## src/pkg/cst_pkg.sv

```systemverilog
package cst_pkg;

  // ****************************************
  // Timing base
  // ****************************************
  localparam int OSC_PER_MC = 2;

  // ****************************************
  // Opcode map
  // ****************************************
  localparam logic [7:0] OP_SET_INT_MASK = 8'h9b;
  localparam logic [3:0] OPL_STORE_ACC = 4'h7;
  localparam logic [3:0] OPL_STORE_INDEX = 4'hf;
  localparam logic [3:0] OPL_TEST = 4'hd;
  localparam logic [3:0] OPH_ST_DIR = 4'hb;
  localparam logic [3:0] OPH_ST_FULL = 4'hc;
  localparam logic [3:0] OPH_ST_LONG = 4'hd;
  localparam logic [3:0] OPH_ST_SHORT = 4'he;
  localparam logic [3:0] OPH_ST_PLAIN = 4'hf;
  localparam logic [3:0] OPH_TS_ACC = 4'h4;
  localparam logic [3:0] OPH_TS_IDX = 4'h5;
  localparam logic [3:0] OPH_TS_DIR = 4'h3;
  localparam logic [3:0] OPH_TS_PLAIN = 4'h7;
  localparam logic [3:0] OPH_TS_SHORT = 4'h6;

  // ****************************************
  // Machine cycles and operand bytes
  // ****************************************
  localparam logic [2:0] MC_SEI = 3'h2;
  localparam logic [2:0] MC_UNDEF = 3'h2;
  localparam logic [2:0] MC_IMPLIED = 3'h3;
  localparam logic [2:0] MC_DIR = 3'h4;
  localparam logic [2:0] MC_FULL = 3'h5;
  localparam logic [2:0] MC_PLAIN = 3'h4;
  localparam logic [2:0] MC_SHORT = 3'h5;
  localparam logic [2:0] MC_LONG = 3'h6;
  localparam logic [1:0] OPB_NONE = 2'h0;
  localparam logic [1:0] OPB_ONE = 2'h1;
  localparam logic [1:0] OPB_TWO = 2'h2;

  // ****************************************
  // Register map
  // ****************************************
  localparam logic [11:0] ADDR_CTRL = 12'h000;
  localparam logic [11:0] ADDR_STATUS = 12'h004;
  localparam logic [11:0] ADDR_PC = 12'h008;
  localparam logic [11:0] ADDR_REGS = 12'h00c;
  localparam int CTRL_RUN_BIT = 0;
  localparam int STATUS_BUSY_BIT = 0;
  localparam int STATUS_UNDEF_BIT = 1;
  localparam int STATUS_OPC_LSB = 8;
  localparam int STATUS_CNT_LSB = 16;
  localparam int REGS_ACC_LSB = 0;
  localparam int REGS_IDX_LSB = 8;
  localparam int REGS_FLAG_LSB = 16;

  // ****************************************
  // Types
  // ****************************************
  typedef enum logic [2:0] {
    NO_OP, STORE_ACC_OP, STORE_INDEX_OP, SET_INTERRUPT_MASK_OP, TEST_VALUE_OP
  } cst_kind_t;

  typedef enum logic [2:0] {
    NO_OPERAND_MODE, IMPLIED_ACCUMULATOR_MODE, IMPLIED_INDEX_MODE,
    DIRECT_MODE, FULL_ADDRESS_MODE, INDEXED_PLAIN_MODE,
    INDEXED_SHORT_OFFSET_MODE, INDEXED_LONG_OFFSET_MODE
  } cst_mode_t;

  typedef enum logic [1:0] {
    HALTED = 2'b00, FETCH = 2'b01, EXECUTE = 2'b11
  } cst_fsm_t;

  typedef struct packed {
    cst_kind_t kind;
    cst_mode_t mode;
    logic [1:0] nb;
    logic [2:0] cyc;
  } cst_dec_t;

  typedef struct packed {
    logic i;
    logic n;
    logic z;
    logic c;
  } cst_flags_t;

  typedef struct packed {
    logic [15:0] addr;
    logic rd;
    logic wr;
    logic [7:0] wdata;
  } cst_mem_t;

  typedef struct packed {
    cst_fsm_t fsm;
    logic ph;
    logic [2:0] mc;
    cst_dec_t dec;
    logic [15:0] pc;
    logic [7:0] acc;
    logic [7:0] idx;
    logic [15:0] opnd;
    logic [7:0] dat;
    cst_flags_t flg;
    logic run;
    logic undef;
    logic [7:0] last_opc;
    logic [15:0] icnt;
    cst_mem_t mem;
    logic ack;
    logic [31:0] prdata;
    logic pslverr;
  } cst_state_t;

  localparam cst_state_t RST_STATE = '0;

endpackage : cst_pkg

```

## src/hdl/cst_core.sv

```systemverilog
// The placing of the registers and the APB register port were left to the implementer.
`timescale 1ns/100ps
// Overview of operation
// RULE1: Time counted in machine cycles of two clocks
// RULE2: Store accumulator writes memory, sets N Z
// RULE3: Store index writes memory, sets N Z
// RULE4: Opcode 9B sets interrupt mask, two cycles
// RULE5: Test sets N Z, operand untouched
// RULE6: Short offset: one byte plus index
// RULE7: Long offset: two bytes plus index
// RULE8: Plain indexed: address is index, no bytes
// RULE9: Accumulator implied: no operand bytes fetched
// RULE10: Index implied: no operand bytes fetched
// RULE11: Index zero-extended, offset added unsigned, 16 bits
module cst_core
  import cst_pkg::*;
#(
  parameter int ADDR_W = 12
) (
  // Clock, reset, enable
  input wire logic clk_i,
  input wire logic resetn_i,
  input wire logic ce_i,
  // APB slave
  input wire logic psel_i,
  input wire logic penable_i,
  input wire logic pwrite_i,
  input wire logic [ADDR_W-1:0] paddr_i,
  input wire logic [31:0] pwdata_i,
  input wire logic [3:0] pstrb_i,
  output logic pready_o,
  output logic [31:0] prdata_o,
  output logic pslverr_o,
  // Memory bus
  output cst_mem_t mem_o,
  input wire logic [7:0] mem_rdata_i
);

  // ****************************************
  // Decode helpers
  // ****************************************
  function automatic logic [1:0] mode_bytes(input cst_mode_t m);
    case (m)
      DIRECT_MODE: mode_bytes = OPB_ONE;
      INDEXED_SHORT_OFFSET_MODE: mode_bytes = OPB_ONE;
      FULL_ADDRESS_MODE: mode_bytes = OPB_TWO;
      INDEXED_LONG_OFFSET_MODE: mode_bytes = OPB_TWO;
      default: mode_bytes = OPB_NONE;
    endcase
  endfunction : mode_bytes

  function automatic logic [2:0] mode_cycles(input cst_mode_t m);
    case (m)
      DIRECT_MODE: mode_cycles = MC_DIR;
      FULL_ADDRESS_MODE: mode_cycles = MC_FULL;
      INDEXED_PLAIN_MODE: mode_cycles = MC_PLAIN;
      INDEXED_SHORT_OFFSET_MODE: mode_cycles = MC_SHORT;
      INDEXED_LONG_OFFSET_MODE: mode_cycles = MC_LONG;
      default: mode_cycles = MC_IMPLIED;
    endcase
  endfunction : mode_cycles

  function automatic cst_dec_t decode(input logic [7:0] op);
    cst_dec_t d;
    d.kind = NO_OP;
    d.mode = NO_OPERAND_MODE;
    d.nb = OPB_NONE;
    d.cyc = MC_UNDEF;
    if (op == OP_SET_INT_MASK) begin
      d.kind = SET_INTERRUPT_MASK_OP;
    end else if (op[3:0] == OPL_STORE_ACC || op[3:0] == OPL_STORE_INDEX) begin
      d.kind = (op[3:0] == OPL_STORE_ACC) ? STORE_ACC_OP : STORE_INDEX_OP;
      case (op[7:4])
        OPH_ST_DIR: d.mode = DIRECT_MODE;
        OPH_ST_FULL: d.mode = FULL_ADDRESS_MODE;
        OPH_ST_PLAIN: d.mode = INDEXED_PLAIN_MODE;
        OPH_ST_SHORT: d.mode = INDEXED_SHORT_OFFSET_MODE;
        OPH_ST_LONG: d.mode = INDEXED_LONG_OFFSET_MODE;
        default: d.kind = NO_OP;
      endcase
    end else if (op[3:0] == OPL_TEST) begin
      d.kind = TEST_VALUE_OP;
      case (op[7:4])
        OPH_TS_ACC: d.mode = IMPLIED_ACCUMULATOR_MODE;
        OPH_TS_IDX: d.mode = IMPLIED_INDEX_MODE;
        OPH_TS_DIR: d.mode = DIRECT_MODE;
        OPH_TS_PLAIN: d.mode = INDEXED_PLAIN_MODE;
        OPH_TS_SHORT: d.mode = INDEXED_SHORT_OFFSET_MODE;
        default: d.kind = NO_OP;
      endcase
    end
    d.nb = mode_bytes(d.mode); // [RULE6] [RULE7] [RULE8] [RULE9] [RULE10]
    if (d.kind == SET_INTERRUPT_MASK_OP) begin
      d.cyc = MC_SEI; // [RULE4]
    end else if (d.kind != NO_OP) begin
      d.cyc = mode_cycles(d.mode); // [RULE2] [RULE3] [RULE5]
    end
    return d;
  endfunction : decode

  function automatic logic [15:0] eff_addr(input cst_mode_t m,
                                           input logic [7:0] x,
                                           input logic [15:0] o);
    case (m)
      DIRECT_MODE: eff_addr = {8'h00, o[7:0]};
      FULL_ADDRESS_MODE: eff_addr = o;
      INDEXED_PLAIN_MODE: eff_addr = {8'h00, x}; // [RULE8]
      INDEXED_SHORT_OFFSET_MODE: eff_addr = {8'h00, x} + {8'h00, o[7:0]}; // [RULE6] [RULE11]
      INDEXED_LONG_OFFSET_MODE: eff_addr = {8'h00, x} + o; // [RULE7] [RULE11]
      default: eff_addr = 16'h0000;
    endcase
  endfunction : eff_addr

  function automatic logic mem_mode(input cst_mode_t m);
    mem_mode = (m != NO_OPERAND_MODE) && (m != IMPLIED_ACCUMULATOR_MODE) &&
               (m != IMPLIED_INDEX_MODE);
  endfunction : mem_mode

  // Bus access for machine cycle k of an instruction
  function automatic cst_mem_t plan(input cst_dec_t d, input logic [2:0] k,
                                    input logic [15:0] pc,
                                    input logic [15:0] ea,
                                    input logic [7:0] wd);
    cst_mem_t m;
    m = '0;
    if (k <= {1'b0, d.nb}) begin
      m.rd = 1'b1;
      m.addr = pc;
    end else if ((d.kind == STORE_ACC_OP || d.kind == STORE_INDEX_OP) &&
                 k == d.cyc - 3'h1) begin
      m.wr = 1'b1; // [RULE2] [RULE3]
      m.addr = ea;
      m.wdata = wd;
    end else if (d.kind == TEST_VALUE_OP && mem_mode(d.mode) &&
                 k == {1'b0, d.nb} + 3'h1) begin
      m.rd = 1'b1;
      m.addr = ea;
    end
    return m;
  endfunction : plan

  // ****************************************
  // State
  // ****************************************
  cst_state_t s_r;
  cst_state_t s_nxt;
  logic bnd;
  logic fin;
  logic done;
  logic [ADDR_W-1:0] ea_apb;

  assign bnd = ce_i && s_r.ph;
  assign fin = bnd && s_r.fsm == EXECUTE && s_r.mc == s_r.dec.cyc - 3'h1;
  assign done = ce_i && psel_i && penable_i && s_r.ack;
  assign ea_apb = paddr_i;

  assign pready_o = s_r.ack && ce_i;
  assign prdata_o = s_r.prdata;
  assign pslverr_o = s_r.pslverr;
  assign mem_o = s_r.mem;

  always_comb begin
    cst_dec_t d;
    logic [15:0] opn;
    logic [15:0] pcn;
    logic [7:0] val;
    logic hit;
    logic busy_reg;
    d = s_r.dec;
    opn = s_r.opnd;
    pcn = s_r.pc;
    val = 8'h00;
    hit = 1'b0;
    busy_reg = 1'b0;
    s_nxt = s_r;
    if (ce_i) begin
      // ****************************************
      // APB slave, one wait state
      // ****************************************
      if (psel_i && penable_i && !s_r.ack) begin
        s_nxt.ack = 1'b1;
        s_nxt.prdata = 32'h0000_0000;
        case (ea_apb[11:0])
          ADDR_CTRL: begin
            hit = 1'b1;
            s_nxt.prdata[CTRL_RUN_BIT] = s_r.run;
          end
          ADDR_STATUS: begin
            hit = 1'b1;
            s_nxt.prdata[STATUS_BUSY_BIT] = s_r.fsm != HALTED;
            s_nxt.prdata[STATUS_UNDEF_BIT] = s_r.undef;
            s_nxt.prdata[STATUS_OPC_LSB +: 8] = s_r.last_opc;
            s_nxt.prdata[STATUS_CNT_LSB +: 16] = s_r.icnt;
          end
          ADDR_PC: begin
            hit = 1'b1;
            busy_reg = 1'b1;
            s_nxt.prdata[15:0] = s_r.pc;
          end
          ADDR_REGS: begin
            hit = 1'b1;
            busy_reg = 1'b1;
            s_nxt.prdata[REGS_ACC_LSB +: 8] = s_r.acc;
            s_nxt.prdata[REGS_IDX_LSB +: 8] = s_r.idx;
            s_nxt.prdata[REGS_FLAG_LSB +: 4] = s_r.flg;
          end
          default: hit = 1'b0;
        endcase
        // Core state is writable only while stopped and halted
        s_nxt.pslverr = !hit || (pwrite_i && busy_reg &&
                        (s_r.run || s_r.fsm != HALTED));
        if (!hit) begin
          s_nxt.prdata = 32'h0000_0000;
        end
      end
      if (done) begin
        s_nxt.ack = 1'b0;
        if (pwrite_i && !s_r.pslverr) begin
          case (ea_apb[11:0])
            ADDR_CTRL: begin
              if (pstrb_i[0]) s_nxt.run = pwdata_i[CTRL_RUN_BIT];
            end
            ADDR_STATUS: begin
              if (pstrb_i[0] && pwdata_i[STATUS_UNDEF_BIT]) s_nxt.undef = 1'b0;
            end
            ADDR_PC: begin
              if (pstrb_i[0]) s_nxt.pc[7:0] = pwdata_i[7:0];
              if (pstrb_i[1]) s_nxt.pc[15:8] = pwdata_i[15:8];
            end
            ADDR_REGS: begin
              if (pstrb_i[0]) s_nxt.acc = pwdata_i[REGS_ACC_LSB +: 8];
              if (pstrb_i[1]) s_nxt.idx = pwdata_i[REGS_IDX_LSB +: 8];
              if (pstrb_i[2]) s_nxt.flg = pwdata_i[REGS_FLAG_LSB +: 4];
            end
            default: s_nxt.ack = 1'b0;
          endcase
        end
      end

      // ****************************************
      // Core sequencer
      // ****************************************
      s_nxt.ph = ~s_r.ph; // [RULE1]
      if (bnd) begin
        s_nxt.mem = '0;
        case (s_r.fsm)
          HALTED: begin
            if (s_r.run) begin
              s_nxt.fsm = FETCH;
              s_nxt.mem.rd = 1'b1;
              s_nxt.mem.addr = s_r.pc;
            end
          end
          FETCH: begin
            d = decode(mem_rdata_i);
            pcn = s_r.pc + 16'h0001;
            s_nxt.dec = d;
            s_nxt.last_opc = mem_rdata_i;
            s_nxt.pc = pcn;
            s_nxt.opnd = 16'h0000;
            s_nxt.mc = 3'h1;
            s_nxt.fsm = EXECUTE;
            if (d.kind == NO_OP) s_nxt.undef = 1'b1;
            s_nxt.mem = plan(d, 3'h1, pcn,
                             eff_addr(d.mode, s_r.idx, 16'h0000),
                             (d.kind == STORE_ACC_OP) ? s_r.acc : s_r.idx);
          end
          EXECUTE: begin
            if (s_r.mc <= {1'b0, d.nb}) begin
              opn = {s_r.opnd[7:0], mem_rdata_i}; // [RULE6] [RULE7]
              pcn = s_r.pc + 16'h0001;
            end else if (s_r.mem.rd) begin
              s_nxt.dat = mem_rdata_i;
            end
            s_nxt.opnd = opn;
            s_nxt.pc = pcn;
            if (fin) begin
              case (d.kind)
                STORE_ACC_OP: val = s_r.acc; // [RULE2]
                STORE_INDEX_OP: val = s_r.idx; // [RULE3]
                TEST_VALUE_OP: begin
                  if (d.mode == IMPLIED_ACCUMULATOR_MODE) val = s_r.acc; // [RULE9]
                  else if (d.mode == IMPLIED_INDEX_MODE) val = s_r.idx; // [RULE10]
                  else val = s_r.dat; // [RULE5]
                end
                default: val = 8'h00;
              endcase
              if (d.kind == SET_INTERRUPT_MASK_OP) begin
                s_nxt.flg.i = 1'b1; // [RULE4]
              end else if (d.kind != NO_OP) begin
                s_nxt.flg.n = val[7]; // [RULE2] [RULE3] [RULE5]
                s_nxt.flg.z = val == 8'h00;
              end
              s_nxt.icnt = s_r.icnt + 16'h0001;
              s_nxt.mc = 3'h0;
              if (s_r.run) begin
                s_nxt.fsm = FETCH;
                s_nxt.mem.rd = 1'b1;
                s_nxt.mem.addr = pcn;
              end else begin
                s_nxt.fsm = HALTED;
              end
            end else begin
              s_nxt.mc = s_r.mc + 3'h1;
              s_nxt.mem = plan(d, s_r.mc + 3'h1, pcn,
                               eff_addr(d.mode, s_r.idx, opn),
                               (d.kind == STORE_ACC_OP) ? s_r.acc : s_r.idx);
            end
          end
          default: s_nxt.fsm = HALTED;
        endcase
      end
    end
  end

  always_ff @(posedge clk_i or negedge resetn_i) begin
    if (!resetn_i) begin
      s_r <= RST_STATE;
    end else begin
      s_r <= s_nxt;
    end
  end

  // ****************************************
  // Checks
  // ****************************************
  logic [4:0] hcnt;
  logic [15:0] spc;

  always_ff @(posedge clk_i or negedge resetn_i) begin
    if (!resetn_i) begin
      hcnt <= 5'h00;
      spc <= 16'h0000;
    end else if (ce_i) begin
      hcnt <= (fin || s_r.fsm == HALTED) ? 5'h00 : hcnt + 5'h01;
      if (bnd && s_r.fsm == FETCH) spc <= s_r.pc;
    end
  end
endmodule : cst_core

```

## config.mk

```make
export PLATFORM = sky130hd
export DESIGN_NAME = cst_core
export DESIGN_NICKNAME = d
export VERILOG_FILES = /design/src/pkg/cst_pkg.sv /design/src/hdl/cst_core.sv
export SDC_FILE = /design/constraint.sdc
export NUM_CORES = 1
export LEC_CHECK = 0
export BUFFER_PORTS_ARGS = -buffer_cell sky130_fd_sc_hd__buf_2
export CORE_MARGIN = 4
export CORE_UTILIZATION = 54
export DETAILED_ROUTE_END_ITERATION = 7
export PLACE_DENSITY = 0.89
export SLEW_MARGIN = 30
export SYNTH_ARGS = -nofsm -noshare
export SYNTH_HDL_FRONTEND = slang
export SYNTH_SLANG_ARGS = --single-unit
```

## constraint.sdc

```tcl
create_clock -name clk_i -period 4.08 [get_ports clk_i]
set_clock_uncertainty 0.1 [all_clocks]
set_input_delay 0.816 -clock clk_i [delete_from_list [all_inputs] [get_ports clk_i]]
set_output_delay 0.816 -clock clk_i [all_outputs]
set_load 0.1 [all_outputs]
```

==> flow_summary.json <==
{
  "holdBufCountCts": 0,
  "syn_nets": 1204,
  "vias_per_cell": 6.543,
  "rows": 49,
  "boundaryPins": 122,
  "dominantRegCellSynth": "dfrtp_1",
  "hp-class": "in -> async",
  "cp_num_buf_inv": 3,
  "ir_drop_mv": 0.2644,
  "vias": 9278,
  "path_clk_slew_ns": 0.07,
  "clkSinkCount": 163,
  "period_needed_ns": 3.987,
  "required_ns": 4.31,
  "synth_cells": 1124,
  "worst_slew_pin_slew_ns": 0.8042,
  "final_hold_viol_count": 0,
  "power_uw": 6528,
  "drtIter0Drc": 1232,
  "start_util_pct": 55.43,
  "slew_viol_final": 0,
  "syn_area_sq_um": 10060,
  "cts_buffers": 17,
  "core_sq_um": 18150,
  "die_h_um": 144.5,
  "max_freq_mhz": 250.8,
  "setup_violations": 0,
  "yosys_warnings": 0,
  "powerDensity_nw_per_um2": 582.1,
  "dieArea_sq_um": 20870,
  "overflow": 0,
  "stdcell_count": 1418,
  "htreeDepth": 4,
  "drive_above_1_share_pct": 19.85,
  "root_buffer": "clkbuf_16",
  "tns_ns": 0,
  "cp_top_family": "compound AO/OA/AOI/OAI gates",
  "max_cap_viol_count": 0,
  "clockBufferDepth": 2,
  "syn_avg_cell_area_sq_um": 8.949,
  "p_leak_uw": 0.005225,
  "dp_cells": 1383,
  "dp_hpwl_mm": 21.55,
  "grt_pass1_vias": 8836,
  "finalCritPeriodShare_pct": 97.73,
  "insertion_delay_ns": 0.44,
  "slowest_delay_ns": 0.46,
  "nets": 1256,
  "grt_max_degree": 75,
  "synth-seq-area-share_pct": 40.55,
  "area_delta_synth_final_pct": 11.51,
  "drc": 0,
  "wire_per_inst_um": 21.30,
  "antenna_found_initial": 0,
  "mostFrequentLayoutCells": "dfrtp_1 (163), nand2_1 (140), buf_2 (107)",
  "grtUsageTotal_pct": 28.86,
  "place_congestion": 0.9766,
  "ys_ff_latch": 163,
  "numPortBuffers": 108,
  "dr.pass1.iters": 6,
  "path_max_fanout": 5,
  "critPathCaptureType": "flop",
  "critPathKind": "reg -> reg",
  "grt_first_pass_wirelength_mm": 46.86,
  "arrival_ns": 4.21,
  "max-slew-margin-rel_pct": 46.03,
  "critPathSlowestCell": "o41a_1",
  "fp.dieW_um": 144.5,
  "layout_commonest_cell": "dfrtp_1",
  "wl_mm": 30.21,
  "synth_edf_count": 0,
  "start_kind": "flop",
  "worstPathCellList": "ha_4 -> nand2b_1 -> a32oi_4 -> buf_12 -> buf_6 -> mux2i_2 -> inv_1 -> ha_1 -> a211oi_2 -> o21ai_2 -> and3_1 -> o41a_1 -> and4_1 -> a21oi_1 -> o21ai_0 -> a221o_1",
  "cts_tree": "done",
  "status": "completed",
  "synth_cell_types": 72,
  "async_flop_share_pct": 100.0,
  "diodes": 0,
  "postRouteAntennaNets": 0
}
==> flip-flops by register name (all words and copies together), names as in the netlist <==
signal	count
prdata_o	32
pslverr_o	1
s_r	104
mem_o	26
==> cells in the mapped netlist (8+ instances only) <==
library cell / count / area share, %
dfrtp_1: 163 / 41
nand2_1: 140 / 5.2
o21ai_0: 88 / 4.4
nor2_1: 80 / 3.0
buf_4: 59 / 4.4
a21oi_1: 55 / 2.7
clkbuf_1: 47 / 1.8
inv_1: 41 / 1.5
mux2_2: 38 / 4.3
mux2i_1: 36 / 3.6
nand3_1: 28 / 1.4
xnor2_1: 28 / 2.4
o31ai_1: 21 / 1.6
nor3_1: 19 / 0.95
a22o_1: 18 / 1.6
a22oi_1: 17 / 1.3
ha_1: 17 / 2.1
xor2_1: 15 / 1.3
and3_1: 13 / 0.81
nand4_1: 12 / 0.75
nor4_1: 12 / 0.75
o22ai_1: 12 / 0.75
a31oi_1: 11 / 0.68
a211oi_1: 9 / 0.67
a32oi_1: 9 / 0.78
and2_1: 9 / 0.56
nand2b_1: 9 / 0.56
a311oi_1: 8 / 0.70
==> kinds of logic after synthesis <==
logic type	Yosys count	synth area share [%]
buffers and inverters	156	8.135
muxes	76	8.210
adders and majority gates	18	2.314
AOI/OAI and AO/OA	304	19.89
DFF	163	40.55
and+or+nand+nor	363	16.93
xor gates and xnor gates	44	3.968
==> stage by stage <==
step,instance area [sq um],worst slack (ns),hold slack (ns),util (%)
2_1_floorplan,10070,0.02513,0.3414,-
3_3_place_gp,10530,0.2441,0.3576,58.03
3_5_place_dp,10530,0.1331,0.3602,58.03
4_1_cts,11140,0.05195,0.2543,61.41
5_1_grt,11220,-0.02294,0.2868,61.80
6_report,11220,0.09254,0.2440,61.80
==> where the power goes <==
part,internal [uW],switching [uW],total [uW]
combinational,930,1750,2680
clock,835,793,1630
sequential,1880,348,2220
total,3640,2890,6530
==> metal layers <==
| metal | wire length, um | global-route usage [%] | up-vias |
|---|---|---|---|
| li1 | - | - | 4124 |
| met1 | 11970 | 37.90 | 4419 |
| met2 | 13730 | 45.16 | 600 |
| met3 | 2919 | 5.985 | 135 |
| met4 | 1589 | 15.07 | 0 |
| met5 | 0 | 0 | - |
==> area by class of cell <==
class	count	area, sq um
Multi-Input combinational cell	805	5207
Tap cell	229	286.5
Inverter	42	157.7
Timing Repair Buffer	147	872.1
Clock buffer	17	425.4
Clock inverter	15	187.7
Sequential cell	163	4079
Fill cell	1455	6932
==> path summary, 6_finish.rpt <==
path                       startpoint  slack (ns)  depth (start not counted)   endpoint
setup / recovery             s_r[158]        0.09                         16  mem_o[21]
hold / removal               resetn_i        0.24                          1    s_r[95]
setup reg to reg             s_r[158]        0.09                         16  mem_o[21]
hold reg to reg              mem_o[8]        0.37                          2   mem_o[8]
min in group clk_i           mem_o[8]        0.37                          2   mem_o[8]
max in group asynchronous    resetn_i        2.77                          2  mem_o[20]
==> timing repair <==
action / in CTS / in global routing
buffers inserted: 0 / 3
endpoints found under the setup margin: 0 / 6
gates resized for setup: 0 / 9
Note: power is estimated with default switching activity, not from simulation.
